[src/pkg/amux_defines.vh]
// amux_defines.vh: offsets, field positions, reset values and codes
// assumes: included by bare name from the design files
`ifndef AMUX_DEFINES_VH
`define AMUX_DEFINES_VH

// ---------------------------------------------------------------
// register addresses on the core's special function register bus
// ---------------------------------------------------------------
`define AMUX_ADDR_PAIR_CFG   8'hBA
`define AMUX_ADDR_CHAN_SEL   8'hBB
`define AMUX_ADDR_PIN_SEL    8'hBD
`define AMUX_ADDR_HV_CTRL    8'hD6
`define AMUX_ADDR_CONV_CTRL  8'hE8

// ---------------------------------------------------------------
// reset values
// ---------------------------------------------------------------
`define AMUX_RST_PAIR_CFG    4'h0
`define AMUX_RST_CHAN_SEL    4'h0
`define AMUX_RST_PIN_SEL     8'h00
`define AMUX_RST_HV_CTRL     8'h00
`define AMUX_RST_CONV_CTRL   8'h00

// ---------------------------------------------------------------
// field positions
// ---------------------------------------------------------------
`define AMUX_CFG_PORT_BIT    3
`define AMUX_CFG_HV_BIT      2
`define AMUX_CFG_EXTB_BIT    1
`define AMUX_CFG_EXTA_BIT    0
`define AMUX_HV_EN_BIT       7
`define AMUX_HV_GAIN_MSB     3
`define AMUX_HV_GAIN_LSB     0
`define AMUX_CONV_EN_BIT     7

// ---------------------------------------------------------------
// one-hot source selects on the positive mux side
// ---------------------------------------------------------------
`define AMUX_SRC_W           9
`define AMUX_SRC_EXT0        0
`define AMUX_SRC_EXT1        1
`define AMUX_SRC_EXT2        2
`define AMUX_SRC_EXT3        3
`define AMUX_SRC_HV          4
`define AMUX_SRC_GND         5
`define AMUX_SRC_PEVEN       6
`define AMUX_SRC_PODD        7
`define AMUX_SRC_TEMP        8

// ---------------------------------------------------------------
// one-hot selects on the negative mux side
// ---------------------------------------------------------------
`define AMUX_NEG_W           5
`define AMUX_NEG_GND         0
`define AMUX_NEG_EXT1        1
`define AMUX_NEG_EXT3        2
`define AMUX_NEG_HIGH_VOLTAGE_AMP_REFERENCE       3
`define AMUX_NEG_PODD        4

`endif

[src/rtl/amux_sfr_reg.v]
// amux_sfr_reg.v: one byte-wide special function register
// assumes: write strobe and address come from the core on sys_clk
`timescale 1ns/1ps
`include "amux_defines.vh"

module amux_sfr_reg #(
  parameter [7:0] ADDR  = 8'h00,
  parameter       WIDTH = 8,
  parameter [WIDTH-1:0] RST = {WIDTH{1'b0}}
) (
  input  wire             sys_clk,
  input  wire             arst_n,
  input  wire             sfr_wr,
  input  wire [7:0]       sfr_addr,
  input  wire [7:0]       sfr_wdata,
  output reg  [WIDTH-1:0] value,
  output wire [7:0]       rd_byte,
  output wire             hit
);

  // ---------------------------------------------------------------
  // decode and storage
  // ---------------------------------------------------------------
  assign hit = (sfr_addr == ADDR);

  // upper bits outside WIDTH are never stored
  always @(posedge sys_clk or negedge arst_n) begin
    if (!arst_n) begin
      value <= RST;
    end else if (sfr_wr && hit) begin
      value <= sfr_wdata[WIDTH-1:0];
    end
  end

  // unused upper bits read as zero
  generate
    if (WIDTH < 8) begin : g_pad
      assign rd_byte = {{(8-WIDTH){1'b0}}, value};
    end else begin : g_full
      assign rd_byte = value;
    end
  endgenerate

endmodule // amux_sfr_reg

[src/rtl/amux_chan_decode.v]
// amux_chan_decode.v: channel code plus pair bits to mux selects
// assumes: inputs are stable register outputs on the same clock
`timescale 1ns/1ps
`include "amux_defines.vh"

module amux_chan_decode (
  input  wire [3:0]             channel_code,
  input  wire                   ext_pair_a_diff,
  input  wire                   ext_pair_b_diff,
  input  wire                   hv_amp_diff,
  input  wire                   port_pair_diff,
  output reg  [`AMUX_SRC_W-1:0] pos_sel,
  output reg  [`AMUX_NEG_W-1:0] neg_sel,
  output reg                    diff_mode
);

  // ---------------------------------------------------------------
  // selection chart as one case; odd code of a differential pair falls to its even
  // ---------------------------------------------------------------
  always @* begin
    pos_sel   = {`AMUX_SRC_W{1'b0}};
    neg_sel   = {`AMUX_NEG_W{1'b0}};
    diff_mode = 1'b0;
    neg_sel[`AMUX_NEG_GND] = 1'b1;
    if (channel_code[3]) begin
      pos_sel[`AMUX_SRC_TEMP] = 1'b1;
    end else begin
      case (channel_code[2:1])
        2'b00: begin
          if (ext_pair_a_diff) begin
            pos_sel[`AMUX_SRC_EXT0] = 1'b1;
            neg_sel = {`AMUX_NEG_W{1'b0}};
            neg_sel[`AMUX_NEG_EXT1] = 1'b1;
            diff_mode = 1'b1;
          end else if (channel_code[0]) begin
            pos_sel[`AMUX_SRC_EXT1] = 1'b1;
          end else begin
            pos_sel[`AMUX_SRC_EXT0] = 1'b1;
          end
        end
        2'b01: begin
          if (ext_pair_b_diff) begin
            pos_sel[`AMUX_SRC_EXT2] = 1'b1;
            neg_sel = {`AMUX_NEG_W{1'b0}};
            neg_sel[`AMUX_NEG_EXT3] = 1'b1;
            diff_mode = 1'b1;
          end else if (channel_code[0]) begin
            pos_sel[`AMUX_SRC_EXT3] = 1'b1;
          end else begin
            pos_sel[`AMUX_SRC_EXT2] = 1'b1;
          end
        end
        2'b10: begin
          if (hv_amp_diff) begin
            pos_sel[`AMUX_SRC_HV] = 1'b1;
            neg_sel = {`AMUX_NEG_W{1'b0}};
            neg_sel[`AMUX_NEG_HIGH_VOLTAGE_AMP_REFERENCE] = 1'b1;
            diff_mode = 1'b1;
          end else if (channel_code[0]) begin
            pos_sel[`AMUX_SRC_GND] = 1'b1;
          end else begin
            pos_sel[`AMUX_SRC_HV] = 1'b1;
          end
        end
        2'b11: begin
          if (port_pair_diff) begin
            pos_sel[`AMUX_SRC_PEVEN] = 1'b1;
            neg_sel = {`AMUX_NEG_W{1'b0}};
            neg_sel[`AMUX_NEG_PODD] = 1'b1;
            diff_mode = 1'b1;
          end else if (channel_code[0]) begin
            pos_sel[`AMUX_SRC_PODD] = 1'b1;
          end else begin
            pos_sel[`AMUX_SRC_PEVEN] = 1'b1;
          end
        end
        default: begin
          pos_sel[`AMUX_SRC_GND] = 1'b1;
        end
      endcase
    end
  end

endmodule // amux_chan_decode

[src/rtl/amux_top.v]
// amux_top.v: analog input mux selection for the sar converter
// assumes: the core drives a byte-wide sfr bus on sys_clk; analog
// switches outside take the registered selects below, one-hot while the converter is on and all zero while off
// the temperature sensor and amplifier sit behind the same mux
`timescale 1ns/1ps
`include "amux_defines.vh"

module amux_top (
  input  wire                   sys_clk,
  input  wire                   arst_n,
  input  wire                   sfr_wr,
  input  wire                   sfr_rd,
  input  wire [7:0]             sfr_addr,
  input  wire [7:0]             sfr_wdata,
  output reg  [7:0]             sfr_rdata,
  output wire                   sfr_hit,
  output reg  [`AMUX_SRC_W-1:0] mux_pos_sel,
  output reg  [`AMUX_NEG_W-1:0] mux_neg_sel,
  output reg  [7:0]             port_pin_connect,
  output reg  [7:0]             port_even_tap,
  output reg  [7:0]             port_odd_tap,
  output reg                    twos_complement,
  output reg                    hv_amp_enable,
  output reg  [3:0]             hv_amp_gain_code,
  output reg                    converter_active
);

  // ---------------------------------------------------------------
  // register file
  // ---------------------------------------------------------------
  // held register values
  wire [3:0] pair_cfg;
  wire [3:0] chan_code;
  wire [7:0] pin_sel;
  wire [7:0] hv_ctrl;
  wire [7:0] conv_ctrl;
  // read-back bytes, upper bits padded
  wire [7:0] rd_cfg;
  wire [7:0] rd_chan;
  wire [7:0] rd_pin;
  wire [7:0] rd_hv;
  wire [7:0] rd_conv;
  // address matches, one per register
  wire       hit_cfg;
  wire       hit_chan;
  wire       hit_pin;
  wire       hit_hv;
  wire       hit_conv;

  // four-bit wide store drops the upper nibble on write
  amux_sfr_reg #(
    .ADDR  (`AMUX_ADDR_PAIR_CFG),
    .WIDTH (4),
    .RST   (`AMUX_RST_PAIR_CFG)
  ) u_pair_cfg (
    .sys_clk   (sys_clk),
    .arst_n    (arst_n),
    .sfr_wr    (sfr_wr),
    .sfr_addr  (sfr_addr),
    .sfr_wdata (sfr_wdata),
    .value     (pair_cfg),
    .rd_byte   (rd_cfg),
    .hit       (hit_cfg)
  );

  // channel code in bits 3:0, upper nibble reads zero
  amux_sfr_reg #(
    .ADDR  (`AMUX_ADDR_CHAN_SEL),
    .WIDTH (4),
    .RST   (`AMUX_RST_CHAN_SEL)
  ) u_chan_sel (
    .sys_clk   (sys_clk),
    .arst_n    (arst_n),
    .sfr_wr    (sfr_wr),
    .sfr_addr  (sfr_addr),
    .sfr_wdata (sfr_wdata),
    .value     (chan_code),
    .rd_byte   (rd_chan),
    .hit       (hit_chan)
  );

  // one enable per port pin, bit n for pin n
  amux_sfr_reg #(
    .ADDR  (`AMUX_ADDR_PIN_SEL),
    .WIDTH (8),
    .RST   (`AMUX_RST_PIN_SEL)
  ) u_pin_sel (
    .sys_clk   (sys_clk),
    .arst_n    (arst_n),
    .sfr_wr    (sfr_wr),
    .sfr_addr  (sfr_addr),
    .sfr_wdata (sfr_wdata),
    .value     (pin_sel),
    .rd_byte   (rd_pin),
    .hit       (hit_pin)
  );

  // amplifier control; stored whole, bits 6:4 have no effect
  amux_sfr_reg #(
    .ADDR  (`AMUX_ADDR_HV_CTRL),
    .WIDTH (8),
    .RST   (`AMUX_RST_HV_CTRL)
  ) u_hv_ctrl (
    .sys_clk   (sys_clk),
    .arst_n    (arst_n),
    .sfr_wr    (sfr_wr),
    .sfr_addr  (sfr_addr),
    .sfr_wdata (sfr_wdata),
    .value     (hv_ctrl),
    .rd_byte   (rd_hv),
    .hit       (hit_hv)
  );

  // only the enable bit is used here; the rest belongs to the sequencer
  amux_sfr_reg #(
    .ADDR  (`AMUX_ADDR_CONV_CTRL),
    .WIDTH (8),
    .RST   (`AMUX_RST_CONV_CTRL)
  ) u_conv_ctrl (
    .sys_clk   (sys_clk),
    .arst_n    (arst_n),
    .sfr_wr    (sfr_wr),
    .sfr_addr  (sfr_addr),
    .sfr_wdata (sfr_wdata),
    .value     (conv_ctrl),
    .rd_byte   (rd_conv),
    .hit       (hit_conv)
  );

  // any of the five held addresses answers on the bus
  assign sfr_hit = hit_cfg | hit_chan | hit_pin | hit_hv | hit_conv;

  // ---------------------------------------------------------------
  // read data, registered; unmapped addresses return zero
  // ---------------------------------------------------------------
  reg [7:0] next_rdata;

  // addresses never overlap, so the priority order is moot
  always @* begin
    next_rdata = 8'h00;
    if (hit_cfg) begin
      next_rdata = rd_cfg;
    end else if (hit_chan) begin
      next_rdata = rd_chan;
    end else if (hit_pin) begin
      next_rdata = rd_pin;
    end else if (hit_hv) begin
      next_rdata = rd_hv;
    end else if (hit_conv) begin
      next_rdata = rd_conv;
    end
  end

  // data holds between strobes so the core may sample it late
  always @(posedge sys_clk or negedge arst_n) begin
    if (!arst_n) begin
      sfr_rdata <= 8'h00;
    end else if (sfr_rd) begin
      sfr_rdata <= next_rdata;
    end
  end

  // ---------------------------------------------------------------
  // channel decode
  // ---------------------------------------------------------------
  // decoded selects ahead of the output flops
  wire [`AMUX_SRC_W-1:0] dec_pos;
  wire [`AMUX_NEG_W-1:0] dec_neg;
  wire                   dec_diff;

  // pair bits handed over by field position
  amux_chan_decode u_decode (
    .channel_code    (chan_code),
    .ext_pair_a_diff (pair_cfg[`AMUX_CFG_EXTA_BIT]),
    .ext_pair_b_diff (pair_cfg[`AMUX_CFG_EXTB_BIT]),
    .hv_amp_diff     (pair_cfg[`AMUX_CFG_HV_BIT]),
    .port_pair_diff  (pair_cfg[`AMUX_CFG_PORT_BIT]),
    .pos_sel         (dec_pos),
    .neg_sel         (dec_neg),
    .diff_mode       (dec_diff)
  );

  // ---------------------------------------------------------------
  // port pin routing
  // ---------------------------------------------------------------
  // even taps only ever see even pins, odd taps odd pins; any mix is
  // allowed, same-parity pins meet on one node (wired-or outside)
  // the parity split is fixed wiring; only the enables are held
  reg [7:0] next_even_tap;
  reg [7:0] next_odd_tap;
  integer   pin_idx;

  // split the enabled pins by the parity of their pin number
  always @* begin
    next_even_tap = 8'h00;
    next_odd_tap  = 8'h00;
    for (pin_idx = 0; pin_idx < 8; pin_idx = pin_idx + 1) begin
      if (pin_idx % 2 == 0) begin
        next_even_tap[pin_idx] = pin_sel[pin_idx];
      end else begin
        next_odd_tap[pin_idx] = pin_sel[pin_idx];
      end
    end
  end

  // ---------------------------------------------------------------
  // control bits picked out of the held registers
  // ---------------------------------------------------------------
  // reserved amplifier bits 6:4 are held for read-back only
  // converter control bits 6:0 belong to the conversion sequencer
  wire       conv_en = conv_ctrl[`AMUX_CONV_EN_BIT];
  wire       hv_en   = hv_ctrl[`AMUX_HV_EN_BIT];
  wire [3:0] hv_gain = hv_ctrl[`AMUX_HV_GAIN_MSB:`AMUX_HV_GAIN_LSB];

  // ---------------------------------------------------------------
  // mux switch selects; everything opens while the converter is off
  // ---------------------------------------------------------------
  // switches drop during shutdown to save power; a settled channel is
  // lost, so software must allow tracking time after enabling
  // selects are one-hot while the converter is on and all zero while off; the analog side never sees two paths
  always @(posedge sys_clk or negedge arst_n) begin
    if (!arst_n) begin
      mux_pos_sel      <= {`AMUX_SRC_W{1'b0}};
      mux_neg_sel      <= {`AMUX_NEG_W{1'b0}};
      converter_active <= 1'b0;
    end else begin
      converter_active <= conv_en;
      if (conv_en) begin
        mux_pos_sel <= dec_pos;
        mux_neg_sel <= dec_neg;
      end else begin
        mux_pos_sel <= {`AMUX_SRC_W{1'b0}};
        mux_neg_sel <= {`AMUX_NEG_W{1'b0}};
      end
    end
  end

  // ---------------------------------------------------------------
  // data format flag
  // ---------------------------------------------------------------
  // not gated by the enable, so the data path knows the format of
  // the channel set up before the converter is turned on
  // its settled value is ready the moment the switches close
  always @(posedge sys_clk or negedge arst_n) begin
    if (!arst_n) begin
      twos_complement <= 1'b0;
    end else begin
      twos_complement <= dec_diff;
    end
  end

  // ---------------------------------------------------------------
  // port pin switches
  // ---------------------------------------------------------------
  // pins stay connected while the converter sleeps; only the mux
  // switches open, so pin loading stays as software set it
  always @(posedge sys_clk or negedge arst_n) begin
    if (!arst_n) begin
      port_pin_connect <= 8'h00;
      port_even_tap    <= 8'h00;
      port_odd_tap     <= 8'h00;
    end else begin
      port_pin_connect <= pin_sel;
      port_even_tap    <= next_even_tap;
      port_odd_tap     <= next_odd_tap;
    end
  end

  // ---------------------------------------------------------------
  // high-voltage amplifier controls
  // ---------------------------------------------------------------
  // gain and enable pass straight through; the analog side settles
  // in its own time, which software has to wait out
  always @(posedge sys_clk or negedge arst_n) begin
    if (!arst_n) begin
      hv_amp_enable    <= 1'b0;
      hv_amp_gain_code <= 4'h0;
    end else begin
      hv_amp_enable    <= hv_en;
      hv_amp_gain_code <= hv_gain;
    end
  end

endmodule // amux_top

[config.mk]
export PLATFORM = sky130hd
export DESIGN_NAME = amux_top
export DESIGN_NICKNAME = d
export VERILOG_FILES = /design/src/rtl/amux_sfr_reg.v /design/src/rtl/amux_chan_decode.v /design/src/rtl/amux_top.v
export VERILOG_INCLUDE_DIRS = /design/src /design/src/pkg
export SDC_FILE = /design/constraint.sdc
export NUM_CORES = 1
export LEC_CHECK = 0
export ABC_AREA = 0
export BUFFER_PORTS_ARGS = -buffer_cell sky130_fd_sc_hd__buf_2
export CAP_MARGIN = 40
export CORE_MARGIN = 2
export CORE_UTILIZATION = 49
export CTS_BUF_LIST = sky130_fd_sc_hd__clkbuf_8 sky130_fd_sc_hd__clkbuf_16
export CTS_CLUSTER_DIAMETER = 120
export DETAILED_ROUTE_END_ITERATION = 7
export HOLD_SLACK_MARGIN = 0.12
export PLACE_DENSITY = 0.77
export SKIP_CTS_REPAIR_TIMING = 1
export SYNTH_ARGS = -nofsm -noshare
export SYNTH_HDL_FRONTEND = slang
export SYNTH_HIERARCHICAL = 1
export SYNTH_SLANG_ARGS = --single-unit
[constraint.sdc]
create_clock -name sys_clk -period 1.35 [get_ports sys_clk]
set_clock_uncertainty 0.05 [all_clocks]
set_input_delay 0.135 -clock sys_clk [delete_from_list [all_inputs] [get_ports sys_clk]]
set_output_delay 0.135 -clock sys_clk [all_outputs]
set_load 0.03 [all_outputs]
======== After elaboration in Yosys (flattened, before gate mapping) ========
Cells that the tools add are included.
word-level totals
  bits in writable memories ............... 0
  bits in latches ......................... 0
  register bits after elaboration ......... 77
  word-level logic and storage cells ...... 68
  input port bits ......................... 20
  output and inout port bits .............. 54
  memories kept ........................... 0
  ROM bits ................................ 0
operators by class
  divide/modulo/power cells ............... 0
  magnitude comparators ................... 0
  equality and inequality tests ........... 8
  reductions and logical operators ........ 6
  shift-type cells ........................ 0
  add/sub/neg operators ................... 0
  multiplexer cells ....................... 35
  bitwise operators ....................... 4
  multipliers ............................. 0
operators with widths
  operator                                       count
  two-way mux 8 bit                              6
  == test 8 bit, second input constant           5
  one-hot mux 5 bit (4 select lines)             1
  two-way mux 1 bit                              16
  two-way mux 5 bit                              3
  two-way mux 2 bit                              5
  two-way mux 9 bit                              1
  logical AND 1 bit                              5
  == test 2 bit, second input constant           2
  two-way mux 4 bit                              1
  OR 1 bit                                       4
  one-hot mux 1 bit (4 select lines)             1
  two-way mux 3 bit                              1
  == test 2 x 1 -> 1 bit, second input constant  1
  zero test 2 bit                                1

======== Depth between registers and ports, before layout ========
  word-level depth ........................ 6
  depth in mapped cells ................... 7
  mapped depth without buffers ............ 5

======== By module ========
The synthesis kept the hierarchy.
modules (own cells, without submodules)
  module                       area each (um^2)  seq. area each (um^2)  cells each  times used
  amux_top                     1541.5            925.9                  124         1
  amux_sfr_reg at u_conv_ctrl  430.4             200.2                  31          1
  amux_sfr_reg at u_hv_ctrl    425.4             200.2                  30          1
  amux_sfr_reg at u_pin_sel    422.9             200.2                  30          1
  amux_sfr_reg at u_pair_cfg   262.8             100.1                  22          1
  amux_sfr_reg at u_chan_sel   260.2             100.1                  22          1
  amux_chan_decode             183.9             0.0                    24          1

======== Least setup slack after synthesis ========
Ideal clock, no wire load.
  path kind ............................... input to register
  start ................................... input sfr_addr[2]
  end ..................................... register u_conv_ctrl.value[0], in the netlist u_conv_ctrl/rd_byte[0]
  buffers on the path ..................... 1
  stages on the path ...................... 4
  library setup time ...................... 125 ps
  slack ................................... -86 ps
  arrival time ............................ 1261 ps
  required time ........................... 1175 ps
  path through ............................ nand4b_1 or4b_1 buf_6 mux2_4
between the ends
  word-level cells in the longest chain between the ends .. 2
RTL lines
  element               RTL line           source
  start, declared       amux_top.v:13      input wire [7:0] sfr_addr,
  == test 8 bit         amux_sfr_reg.v:24  assign hit = (sfr_addr == ADDR);
  logical AND 1 bit     amux_sfr_reg.v:30  end else if (sfr_wr && hit) begin
  end signal, assigned  amux_sfr_reg.v:31  value <= sfr_wdata[WIDTH-1:0];
  end, declared         amux_sfr_reg.v:16  output reg [WIDTH-1:0] value,
No other way between the ends.
A chain may end at the register's enable or synchronous reset.

======== Final worst setup path ========
  start ................................... input sfr_addr[7]
  end ..................................... output sfr_hit
between the ends
  elaborated cells between the ends (all ways) .. 9
  classes of those cells .................. eq/ne: 5; bitwise: 4
RTL lines
  element                 RTL line           source
  == test 8 bit           amux_sfr_reg.v:24
  named net hit_hv        amux_top.v:47      wire hit_hv;
  OR 1 bit (2 in series)  amux_top.v:131     assign sfr_hit = hit_cfg | hit_chan | hit_pin | hit_hv | hit_conv;
  end, declared           amux_top.v:16      output wire sfr_hit,
The timed path passes the listed nets, and every way through them passes these cells.

==> results.yml <==
critical_path:
  r2r_end: "mux_neg_sel[0]"
  path_class: "primary input to output port"
  critPathMaxFanout: 10
  required_ns: 1.16
  r2r-start: "u_chan_sel/value[2]"
  worstSetupStartpoint: "sfr_addr[7]"
  cp-end-kind: "output port"
  ff2ff_setup_slack_ns: 0.06
  cp-start-kind: "primary input"
  rr_worst_depth: 3
  arrival_ns: 1.24
timing:
  setup_viol: 1
  rsz0062_at_grt: "yes"
  hold_viol: 0
  fmax_ghz: 0.703
  fin_crit_ns: 1.42
  timing.final.ws_setup_ns: -0.0724
  post-route-period-util: 1.05
  setup_tns_ns: -0.0724
  holdWs_ns: 0.146
  final-max-slew-violation-count: 0
clocking:
  cts_tree: "done"
  cts.sinks: 69
  ctsRootBufferMaster: "clkbuf_8"
  clock_latency_ns: 0.35
  numCtsBuffers: 9
  htreeDepth: 3
  clockBufferDepth: 2
  path_clk_slew_ns: 0.06
final_layout:
  diodes: 0
  instances_no_fill: 445
  final_area_um2: 4080
  fin_nets: 365
  final_cell_mix: "dfrtp_1, buf_2, mux2_4"
  drive_gt1_frac: 0.458
  syn2layout_area_growth_pct: 18.2
  final_common_cell: "dfrtp_1"
placement:
  place.gp.congestion: 0.840
  dp_cells: 420
  pre_cts_ws_ns: -0.289
  dp_hpwl_mm: 4.86
  numPortBuffers: 65
  place_area_um2: 3750
route:
  drc: 0
  drtIter0Drc: 154
  vias: 2260
  wl_met3_um: 460
  met1Wirelength_mm: 2.95
  dr.pass1.iters: 4
  wire_per_inst_um: 15.6
  wl_met2_mm: 3.38
  top_layer_used: "met4"
  vias_per_cell: 5.08
  totalWireLength_mm: 6.92
  drtAntennaViolNets: 0
floorplanning:
  start_util: 0.508
  std_cell_rows: 30
  fp.dieW_um: 87.9
  die_h_um: 87.9
  die_area_um2: 7730
  core-area_um2: 6790
  io_pins: 74
global_routing:
  antenna_found_initial: 0
  grt_pass1_vias: 2092
  grt_pass1_wl_mm: 10.3
  grt_max_degree: 33
  grt-ovfl-total: 0
  grt.total_usage: 0.183
flow_run:
  drv_cap: 0
power:
  p_leak_nw: 2.17
  p_per_area_nw_per_um2: 1050
  peakVddDrop_mv: 0.425
outcome:
  outcome: "finished with violations"
  violations: "setup timing"
hold_path:
  hp-start: "sfr_rd"
  hold_end: "sfr_rdata[6]"
  hp-class: "primary input to register"
  hold_depth: 3
yosys:
  synth_warnings: 6
  synth_area_um2: 3450
  synthCells: 273
  avgSynthCellArea_um2: 12.6
-- power breakdown --
group / switching, mW / internal [mW]
Clock: 0.703 / 0.790
Combinational: 0.333 / 0.238
Sequential: 0.0627 / 2.16
-- registers in the layout, indices dropped and copies added (netlist names), 4 cells and up --
name and count:
u_pin_sel/rd_byte 8, u_conv_ctrl/rd_byte 8, port_pin_connect 7, sfr_rdata 8
u_hv_ctrl/rd_byte 8, mux_neg_sel 5, mux_pos_sel 9, hv_amp_gain_code 4
u_pair_cfg/value 4, u_chan_sel/value 4
-- metal layers --
layer | global-route usage | up-vias
met1 | 0.234 | 1111
met5 | 0 | -
met4 | 0.0979 | 0
met2 | 0.278 | 89
met3 | 0.0594 | 12
li1 | - | 1048
-- worst max-delay path, cell delays in order --
cell and delay [ns]:
buf_2 0.11, buf_4 0.13, nand4b_1 0.13, nor2_2 0.06, buf_6 0.15, nor4_4 0.24, nand2_1 0.12, buf_6 0.16
-- worst max-delay path by stage --
stage,to,cells after the start,slack [ns]
6_report,sfr_hit,8,-0.07
3_3_place_gp,u_conv_ctrl/rd_byte[5],5,-0.24
3_5_place_dp,sfr_rdata[5],8,-0.29
2_1_floorplan,u_conv_ctrl/rd_byte[0],4,-0.09
4_1_cts,sfr_hit,7,-0.20
5_1_grt,sfr_hit,8,-0.13
-- area by class of cell --
class / count / area, µm²
fill: 560 / 2710
sequential: 69 / 1730
multi-input combinational: 148 / 1320
timing repair buffer: 105 / 693
clock buffer: 12 / 165
tap: 96 / 120
inverter: 12 / 45.0
clock inverter: 3 / 12.5
-- metrics by stage --
step           total power [mW]  utilization
5_1_grt                    4.47        0.601
4_1_cts                    4.29        0.578
6_report                   4.28        0.601
2_1_floorplan              2.65            -
3_3_place_gp               2.78        0.552
3_5_place_dp               2.80        0.552
Power figures use the tool's default switching activity.
